--- config.mk ---
export PLATFORM = sky130hd
export DESIGN_NAME = dts_trigger_select
export DESIGN_NICKNAME = d
export VERILOG_FILES = /design/src/hw/dts_pkg.sv /design/src/hw/dts_trigger_select.sv
export VERILOG_INCLUDE_DIRS = /design/src /design/src/hw
export SDC_FILE = /design/constraint.sdc
export NUM_CORES = 1
export LEC_CHECK = 0
export BUFFER_PORTS_ARGS = -buffer_cell sky130_fd_sc_hd__buf_2
export CAP_MARGIN = 20
export CORE_MARGIN = 2
export CORE_UTILIZATION = 39
export CTS_CLUSTER_DIAMETER = 200
export DETAILED_ROUTE_END_ITERATION = 8
export HOLD_SLACK_MARGIN = 0.12
export PLACE_DENSITY = 0.83
export SYNTH_ARGS = -nofsm -noshare
export SYNTH_HDL_FRONTEND = slang
export SYNTH_SLANG_ARGS = --single-unit
--- constraint.sdc ---
create_clock -name clk -period 3.2 [get_ports clk]
set_clock_uncertainty 0.2 [all_clocks]
set_input_delay 0.64 -clock clk [delete_from_list [all_inputs] [get_ports clk]]
set_output_delay 0.64 -clock clk [all_outputs]
set_load 0.05 [all_outputs]
--- src/hw/dts_defines.svh ---
/*
 Constants for the DMA trigger source selector: selector codes and widths.
 Assumes inclusion by bare name from the package and the design file.
*/
`ifndef DTS_DEFINES_SVH
`define DTS_DEFINES_SVH

`define DTS_SEL_W        4
`define DTS_SRC_N        16
`define DTS_SEL_SWREQ    4'h0
`define DTS_SEL_TA_CC2   4'h1
`define DTS_SEL_TB_CC2   4'h2
`define DTS_SEL_SER0_RX  4'h3
`define DTS_SEL_SER0_TX  4'h4
`define DTS_SEL_RST      4'h0

`endif

--- src/hw/dts_pkg.sv ---
/*
 Types shared by the DMA trigger source selector.
 Assumes dts_defines.svh is on the include path.
*/
`include "dts_defines.svh"

package dts_pkg;

    // Per-source flag and interrupt enable, one bit per selector code.
    typedef struct packed {
        logic [`DTS_SRC_N-1:0] flag;
        logic [`DTS_SRC_N-1:0] irq_enable;
    } dts_src_t;

    typedef enum logic [1:0] {
        DTS_IDLE,
        DTS_START
    } dts_state_t;

endpackage : dts_pkg

--- src/hw/dts_trigger_select.sv ---
/*
 One-channel DMA trigger source selector. A 4-bit trigger_selector picks a
 source; a qualified rising edge (or level) starts a transfer and a one-cycle
 clear pulse goes back to the selected flag.
 Assumes all source flags, enables and controls come from logic on clk, and
 the transfer engine accepts a one-cycle transfer_start pulse.
*/
// How it works
// RULE1: Software must set halt_after_fetch when the channel writes to flash memory.
// RULE2: Selector 0000 starts a transfer when software sets software_request.
// RULE3: The software_request bit is cleared when the transfer it asked for starts.
// RULE4: Selector 0001 triggers on timer A cc2 flag setting and clears it on start.
// RULE5: A set timer A cc2 interrupt enable blocks that flag from triggering.
// RULE6: Selector 0010 triggers on timer B cc2 flag setting and clears it on start.
// RULE7: A set timer B cc2 interrupt enable blocks that flag from triggering.
// RULE8: Selector 0011 triggers on serial 0 receive flag, clears it, blocked by its enable.
// RULE9: Selector 0011 on alternate serial A0 triggers on its receive flag and clears it.
// RULE10: A set alternate A0 receive interrupt enable blocks its receive trigger.
// RULE11: Selector 0100 triggers on serial 0 transmit flag, clears it, blocked by its enable.
// RULE12: With level_trigger_option low, only a rising edge of the trigger starts a transfer.
// RULE13: Software changes trigger_selector only while channel_enable is low.
// RULE14: A flag already set when selected does not trigger; only its next setting does. With level_trigger_option high the code fires on it.
// RULE15: Other selector codes use the same flag, clear and enable-block pattern.
`timescale 1ns/1ps
`include "dts_defines.svh"

module dts_trigger_select #(
    parameter bit ALT_SERIAL = 1'b0
) (
    input  wire logic                    clk,
    input  wire logic                    rst_n,
    input  wire logic                    channel_enable,
    input  wire logic                    level_trigger_option,
    input  wire logic                    halt_after_fetch,
    input  wire logic [`DTS_SEL_W-1:0]   trigger_selector,
    input  wire logic                    software_request,
    input  wire logic                    timer_a_cc2_flag,
    input  wire logic                    timer_a_cc2_irq_enable,
    input  wire logic                    timer_b_cc2_flag,
    input  wire logic                    timer_b_cc2_irq_enable,
    input  wire logic                    serial0_rx_flag,
    input  wire logic                    serial0_rx_irq_enable,
    input  wire logic                    alt_serial_a0_rx_flag,
    input  wire logic                    alt_serial_a0_rx_irq_enable,
    input  wire logic                    serial0_tx_flag,
    input  wire logic                    serial0_tx_irq_enable,
    input  dts_pkg::dts_src_t            other_src,
    input  wire logic                    engine_busy,
    output logic                         transfer_start,
    output logic                         cpu_halt_on_fetch,
    output logic [`DTS_SRC_N-1:0]        flag_clear
);
    import dts_pkg::*;

    // ------------------------------------------------------------------
    // Elaboration checks
    // ------------------------------------------------------------------
    // The selector must address every source bit exactly once.
    if (`DTS_SRC_N != (1 << `DTS_SEL_W)) begin : g_bad_width
        $error("selector width does not match the number of sources");
    end

    // ------------------------------------------------------------------
    // Source assembly
    // ------------------------------------------------------------------
    dts_src_t src;
    logic     trig_raw;

    always_comb begin
        src = other_src;
        // RULE2 software request
        src.flag[`DTS_SEL_SWREQ]       = software_request;
        src.irq_enable[`DTS_SEL_SWREQ] = 1'b0;
        // RULE4 timer A source
        src.flag[`DTS_SEL_TA_CC2]       = timer_a_cc2_flag;
        src.irq_enable[`DTS_SEL_TA_CC2] = timer_a_cc2_irq_enable;
        // RULE6 timer B source
        src.flag[`DTS_SEL_TB_CC2]       = timer_b_cc2_flag;
        src.irq_enable[`DTS_SEL_TB_CC2] = timer_b_cc2_irq_enable;
        // RULE9 serial receive variant
        if (ALT_SERIAL) begin
            src.flag[`DTS_SEL_SER0_RX]       = alt_serial_a0_rx_flag;
            src.irq_enable[`DTS_SEL_SER0_RX] = alt_serial_a0_rx_irq_enable;
        end else begin
            src.flag[`DTS_SEL_SER0_RX]       = serial0_rx_flag;
            src.irq_enable[`DTS_SEL_SER0_RX] = serial0_rx_irq_enable;
        end
        // RULE11 serial transmit source
        src.flag[`DTS_SEL_SER0_TX]       = serial0_tx_flag;
        src.irq_enable[`DTS_SEL_SER0_TX] = serial0_tx_irq_enable;
    end

    // RULE5 enable blocks trigger
    // RULE7 enable blocks trigger
    // RULE10 enable blocks trigger
    // RULE15 common gating pattern
    assign trig_raw = src.flag[trigger_selector] & ~src.irq_enable[trigger_selector];

    // ------------------------------------------------------------------
    // Edge detection and start
    // ------------------------------------------------------------------
    logic                  prev_r;
    logic                  prev_nxt;
    logic [`DTS_SEL_W-1:0] sel_r;
    logic [`DTS_SEL_W-1:0] sel_nxt;
    logic                  start_r;
    logic                  start_nxt;
    logic [`DTS_SEL_W-1:0] clr_sel_r;
    logic [`DTS_SEL_W-1:0] clr_sel_nxt;
    logic                  halt_r;
    logic                  halt_nxt;
    logic                  sel_changed;
    logic                  fire;

    always_comb begin
        sel_changed = (trigger_selector != sel_r);
        // RULE12 rising edge only
        // RULE14 already-set flag ignored
        if (level_trigger_option) begin
            fire = trig_raw;
        end else begin
            fire = trig_raw & ~prev_r & ~sel_changed;
        end
        fire        = fire & channel_enable & ~engine_busy & ~start_r;
        prev_nxt    = trig_raw;
        sel_nxt     = trigger_selector;
        start_nxt   = fire;
        clr_sel_nxt = fire ? trigger_selector : clr_sel_r;
        halt_nxt    = halt_after_fetch;
    end

    always_ff @(posedge clk) begin
        if (!rst_n) begin
            prev_r    <= 1'b0;
            sel_r     <= `DTS_SEL_RST;
            start_r   <= 1'b0;
            clr_sel_r <= `DTS_SEL_RST;
            halt_r    <= 1'b0;
        end else begin
            prev_r    <= prev_nxt;
            sel_r     <= sel_nxt;
            start_r   <= start_nxt;
            clr_sel_r <= clr_sel_nxt;
            halt_r    <= halt_nxt;
        end
    end

    // ------------------------------------------------------------------
    // Outputs
    // ------------------------------------------------------------------
    // RULE1 halt option passed to CPU
    assign cpu_halt_on_fetch = halt_r;
    assign transfer_start    = start_r;

    // RULE3 clear request on start
    // RULE8 clear flag on start
    always_comb begin
        flag_clear = '0;
        if (start_r) begin
            flag_clear[clr_sel_r] = 1'b1;
        end
    end

    // ------------------------------------------------------------------
    // Checks
    // ------------------------------------------------------------------
    chk_start_clears: assert property (@(posedge clk) disable iff (!rst_n) // RULE3
        transfer_start |-> flag_clear[clr_sel_r])
        else $error("start without flag clear");
    chk_edge_only: assert property (@(posedge clk) disable iff (!rst_n) // RULE12
        (!level_trigger_option && $past(rst_n) && $past(trig_raw) && trig_raw)
        |=> !transfer_start)
        else $error("level start in edge mode");
    chk_enable_block: assert property (@(posedge clk) disable iff (!rst_n) // RULE5
        (trigger_selector == `DTS_SEL_TA_CC2 && timer_a_cc2_irq_enable) |=> !transfer_start)
        else $error("blocked timer A triggered");
    chk_tb_block: assert property (@(posedge clk) disable iff (!rst_n) // RULE7
        (trigger_selector == `DTS_SEL_TB_CC2 && timer_b_cc2_irq_enable) |=> !transfer_start)
        else $error("blocked timer B triggered");
    chk_sel_change: assert property (@(posedge clk) disable iff (!rst_n) // RULE14
        (!level_trigger_option && trigger_selector != sel_r) |=> !transfer_start)
        else $error("start on newly selected flag");
    chk_sw_start: assert property (@(posedge clk) disable iff (!rst_n) // RULE2
        (trigger_selector == `DTS_SEL_SWREQ && sel_r == `DTS_SEL_SWREQ && software_request
         && !prev_r && channel_enable && !engine_busy && !start_r) |=> transfer_start)
        else $error("software request missed");
    chk_disabled_idle: assert property (@(posedge clk) disable iff (!rst_n) // RULE15
        !channel_enable |=> !transfer_start)
        else $error("start while disabled");
    chk_tx_block: assert property (@(posedge clk) disable iff (!rst_n) // RULE11
        (trigger_selector == `DTS_SEL_SER0_TX && serial0_tx_irq_enable) |=> !transfer_start)
        else $error("blocked transmit triggered");
    chk_rx_block: assert property (@(posedge clk) disable iff (!rst_n) // RULE8
        (!ALT_SERIAL && trigger_selector == `DTS_SEL_SER0_RX && serial0_rx_irq_enable)
        |=> !transfer_start)
        else $error("blocked receive triggered");
    chk_alt_rx_block: assert property (@(posedge clk) disable iff (!rst_n) // RULE10
        (ALT_SERIAL && trigger_selector == `DTS_SEL_SER0_RX && alt_serial_a0_rx_irq_enable)
        |=> !transfer_start)
        else $error("blocked alternate receive triggered");
    chk_clear_onehot: assert property (@(posedge clk) disable iff (!rst_n) // RULE4
        $onehot0(flag_clear))
        else $error("more than one flag cleared");
    chk_clear_only_start: assert property (@(posedge clk) disable iff (!rst_n) // RULE6
        !transfer_start |-> (flag_clear == '0))
        else $error("flag cleared without a start");
    chk_busy_block: assert property (@(posedge clk) disable iff (!rst_n) // RULE15
        engine_busy |=> !transfer_start)
        else $error("start while engine busy");
    chk_start_single: assert property (@(posedge clk) disable iff (!rst_n) // RULE12
        transfer_start |=> !transfer_start)
        else $error("start pulse longer than one cycle");
    chk_level_start: assert property (@(posedge clk) disable iff (!rst_n) // RULE12
        (level_trigger_option && trig_raw && channel_enable && !engine_busy && !start_r)
        |=> transfer_start)
        else $error("level trigger missed");
    chk_halt_follow: assert property (@(posedge clk) disable iff (!rst_n) // RULE1
        $past(rst_n) |-> (cpu_halt_on_fetch == $past(halt_after_fetch)))
        else $error("halt option not carried");
    chk_idle_reset: assert property (@(posedge clk) disable iff (!rst_n) // RULE2
        !$past(rst_n) |-> (!transfer_start && flag_clear == '0))
        else $error("pulse right after reset");

endmodule : dts_trigger_select

* Yosys cells after proc, flatten, opt, wreduce, memory -nomap -nowiden
Cells that the tools add are included.
Word-level totals: register bits after elaboration 11, logic and storage cells 29
Cells by class: $lt $le $gt $ge 3, equality and inequality tests 1, multiplexer cells 8, bitwise logic cells 11, reduce and logical (&&, ||, !) cells 1
Operators by type and width (count):
- 16-bit two-way mux | 1
- 4-bit by 5-bit less-than comparator with 1-bit output, second input constant | 2
- 1-bit binary-select mux with 4-bit select | 2
- 1-bit bitwise AND | 6
- 1-bit NOT | 5
- 1-bit demux with 4-bit select | 1
- 4-bit by 1-bit greater-or-equal comparator with 1-bit output, second input constant | 1
- 1-bit two-way mux | 4
- 4-bit != test | 1
- 1-bit logical AND | 1

* Longest topological paths before layout
depth in word-level cells 10, gate-level depth with buffers 7

* Worst setup path before layout
OpenSTA, ideal clock, no wires.
path kind register -> output, start reg start_r, in the netlist transfer_start, end out flag_clear[0], data arrival time 2.264 ns, setup slack 0.096 ns, cell stages (with the launch flop) 3, path buffers 0, cell sequence dfxtp_1 -> or3b_2 -> nor3_1
Between the ends: word-level cells in the longest chain between the ends 1
RTL lines:
- from (decl) | line dts_trigger_select.sv:106 | logic start_r;
- from (signal assigned) | line dts_trigger_select.sv:142 | start_r <= start_nxt;
- 16-bit two-way mux | line dts_trigger_select.sv:159 | if (start_r) begin
- to (decl) | line dts_trigger_select.sv:51 | output logic [`DTS_SRC_N-1:0] flag_clear
No other way between the ends.

* Worst setup path after layout
Ends and elaborated chain as after synthesis.

==> flow_summary.json <==
{
  "max_stage_delay_ps": 520,
  "crit_arrival_ps": 1610,
  "port_buffers": 58,
  "globalRouteTotalUtil_pct": 17.24,
  "die_area_um2": 2414,
  "vdd_drop_max_mv": 0.1417,
  "cts_hold_buf": 0,
  "antenna_found_initial": 0,
  "final_nets": 214,
  "crit_chain": "or3b_2 -> nor3_1 -> buf_2",
  "syn-cell-area_um2": 794.5,
  "clock_tree.buffer_depth": 2,
  "synth_area_per_cell_um2": 7.789,
  "ctsHtreeMaxLevel": 1,
  "cp-start-kind": "register",
  "synth_top_area_cell": "dfxtp_1",
  "synthArstFlopShare_pct": 0,
  "start_util_pct": 40.91,
  "slew_headroom_pct": 65.28,
  "vias": 942,
  "dp_hpwl_um": 1704,
  "row_count": 16,
  "diodes": 0,
  "synthFlopType": "dfxtp_1",
  "pre_cts_slack_ps": 563.7,
  "grt_pass1_wl_um": 3298,
  "cpMaxStageDelayCell": "or3b_2",
  "drv_slew": 0,
  "overflow": 0,
  "postCtsSetupBuffers": 0,
  "worstMarginPinSlew_ps": 507.7,
  "synthTopCellsByCount": "13 x nor2_1, 11 x dfxtp_1, 11 x nand2_1",
  "yosysSeqAreaShare_pct": 27.72,
  "dp_cells": 183,
  "crit_path_max_fanout": 6,
  "synth_area_leaders": "dfxtp_1 28%, nor3b_1 6.6%, nor2_1 6.1%",
  "synth_most_common_cell": "nor2_1",
  "leakagePower_uw": 0.0005423,
  "crit_path_end_kind": "primary output",
  "fillers": 192,
  "maxCapViolations": 0,
  "hold_viol_final": 0,
  "clkTransAtPathRegs_ps": 70,
  "status": "finished, final reports clean",
  "cellPowerDensity_nw_per_um2": 281.4,
  "finalCriticalPeriod_ps": 2454,
  "clock.fmax_ghz": 0.4076,
  "drive_above_1_share_pct": 40.00,
  "gp_congestion": 0.7057,
  "clock-sinks": 11,
  "rsz0062_at_grt": "false",
  "syn_to_final_growth_pct": 40.63,
  "ys_seq_elements": 11,
  "post-route-period-util_pct": 76.68,
  "via_per_inst": 5.037,
  "post_cts_resized": 0,
  "cp.required_ps": 2360,
  "netlist_instances": 102,
  "setup_violations": 0,
  "die_w_um": 49.14,
  "cts_tree": "done",
  "drtIter0Drc": 8,
  "fp.dieH_um": 49.14,
  "min_path_type": "reg2reg",
  "multi_input_area_um2": 520.5,
  "worst-setup-path-type": "reg2out",
  "syn_nets": 155,
  "utilization_pct": 57.54,
  "clockRootBuffer": "clkbuf_4",
  "routed_wl_um": 1987,
  "yosys_warnings": 0,
  "floorplan.io_pins": 71,
  "ys_types": 32,
  "stdcell_area_um2": 1117,
  "route.detailed.drc": 0,
  "dr.pass1.iters": 4,
  "synth_edf_count": 0,
  "core_area_um2": 1942,
  "numCtsBuffers": 3,
  "fin_cells": 187,
  "drt-wirelength-per-cell_um": 10.63,
  "ff_latch_area_um2": 220.2,
  "insertion_delay_ps": 270,
  "final.setup.worst_slack_ps": 746.4,
  "ant_nets": 0,
  "placed_area_um2": 1091,
  "synth.top_cell.area_share_pct": 27.72,
  "setup_tns_ps": 0,
  "grt_pass1_vias": 853,
  "grt_max_degree": 16
}
## per-layer routing
metal	global-route usage, %	vias up	part of all wire [%]
met5	0	-	0
met4	8.571	0	1.8
met3	1.840	4	11
met2	31.31	56	47
met1	19.73	402	40
li1	-	480	-
## placed cells by master, fill, tap and decap left out, types with 2 or more instances in the layout
cell type  count
or3b_2         2
nand3_1        3
nand4b_1       2
nand2_1       11
nand3b_1       5
nor3b_1        7
inv_1          7
dfxtp_1       11
mux2i_1        4
clkbuf_4       3
nor2_1        13
xnor2_1        4
a2111oi_0      2
nand2b_1       6
nor3_1         6
a21oi_1        2
buf_2         58
## state kept, by name, summed over array words and instances (netlist names)
name and cells:
sel_r 4, cpu_halt_on_fetch 1, prev_r 1, clr_sel_r 4, transfer_start 1
## worst max-delay path, delay by kind of cell (launching register included)
family	cells	cell delay [ps]
buffers and inverters	1	290
AND/OR/NAND/NOR	2	660
flip-flops	1	400
## worst paths after layout
path / start / to / slack [ps] / cells past startpoint
min: clr_sel_r[1] / clr_sel_r[1] / 300 / 2
max: transfer_start / flag_clear[0] / 750 / 3
max reg2reg: transfer_start / clr_sel_r[0] / 1250 / 5
min reg2reg: clr_sel_r[1] / clr_sel_r[1] / 300 / 2
## cell families (layout without fill, tap and decap cells)
group                  Yosys count  after routing  synth area share (%)
buffers and inverters           11             69                 6.771
XOR/XNOR                         4              4                 4.409
multiplexers                     4              4                 5.040
AND/OR/NAND/NOR                 63             63                 46.62
AO/OA/AOI/OAI                    9              9                 9.450
flip-flops                      11             11                 27.72
## cell type report
cell class	instances	share of cell area, %
Clock buffer	4	2.352
Tap cell	27	3.024
Inverter	7	2.352
Multi-Input combinational cell	80	46.58
Sequential cell	11	19.71
Timing Repair Buffer	58	25.98
## report_power, final
| part | leakage, uW | switching [uW] | internal (uW) | total (uW) |
|---|---|---|---|---|
| Sequential | 0.0000904 | 3.88 | 143 | 147 |
| Combinational | 0.000437 | 35.4 | 39.0 | 74.4 |
| Clock | 0.0000150 | 44.8 | 48.2 | 93.0 |
| Total | 0.000542 | 84.1 | 230 | 314 |
## metrics by stage
stage | hold slack [ps] | power (uW)
floorplan | 263.9 | 193.3
global placement | 278.1 | 222.2
detailed placement | 286.9 | 225.1
CTS | 305.9 | 319.4
global route | 360.5 | 329.6
finish | 303.9 | 314.5
(Power assumes the default switching activity.)
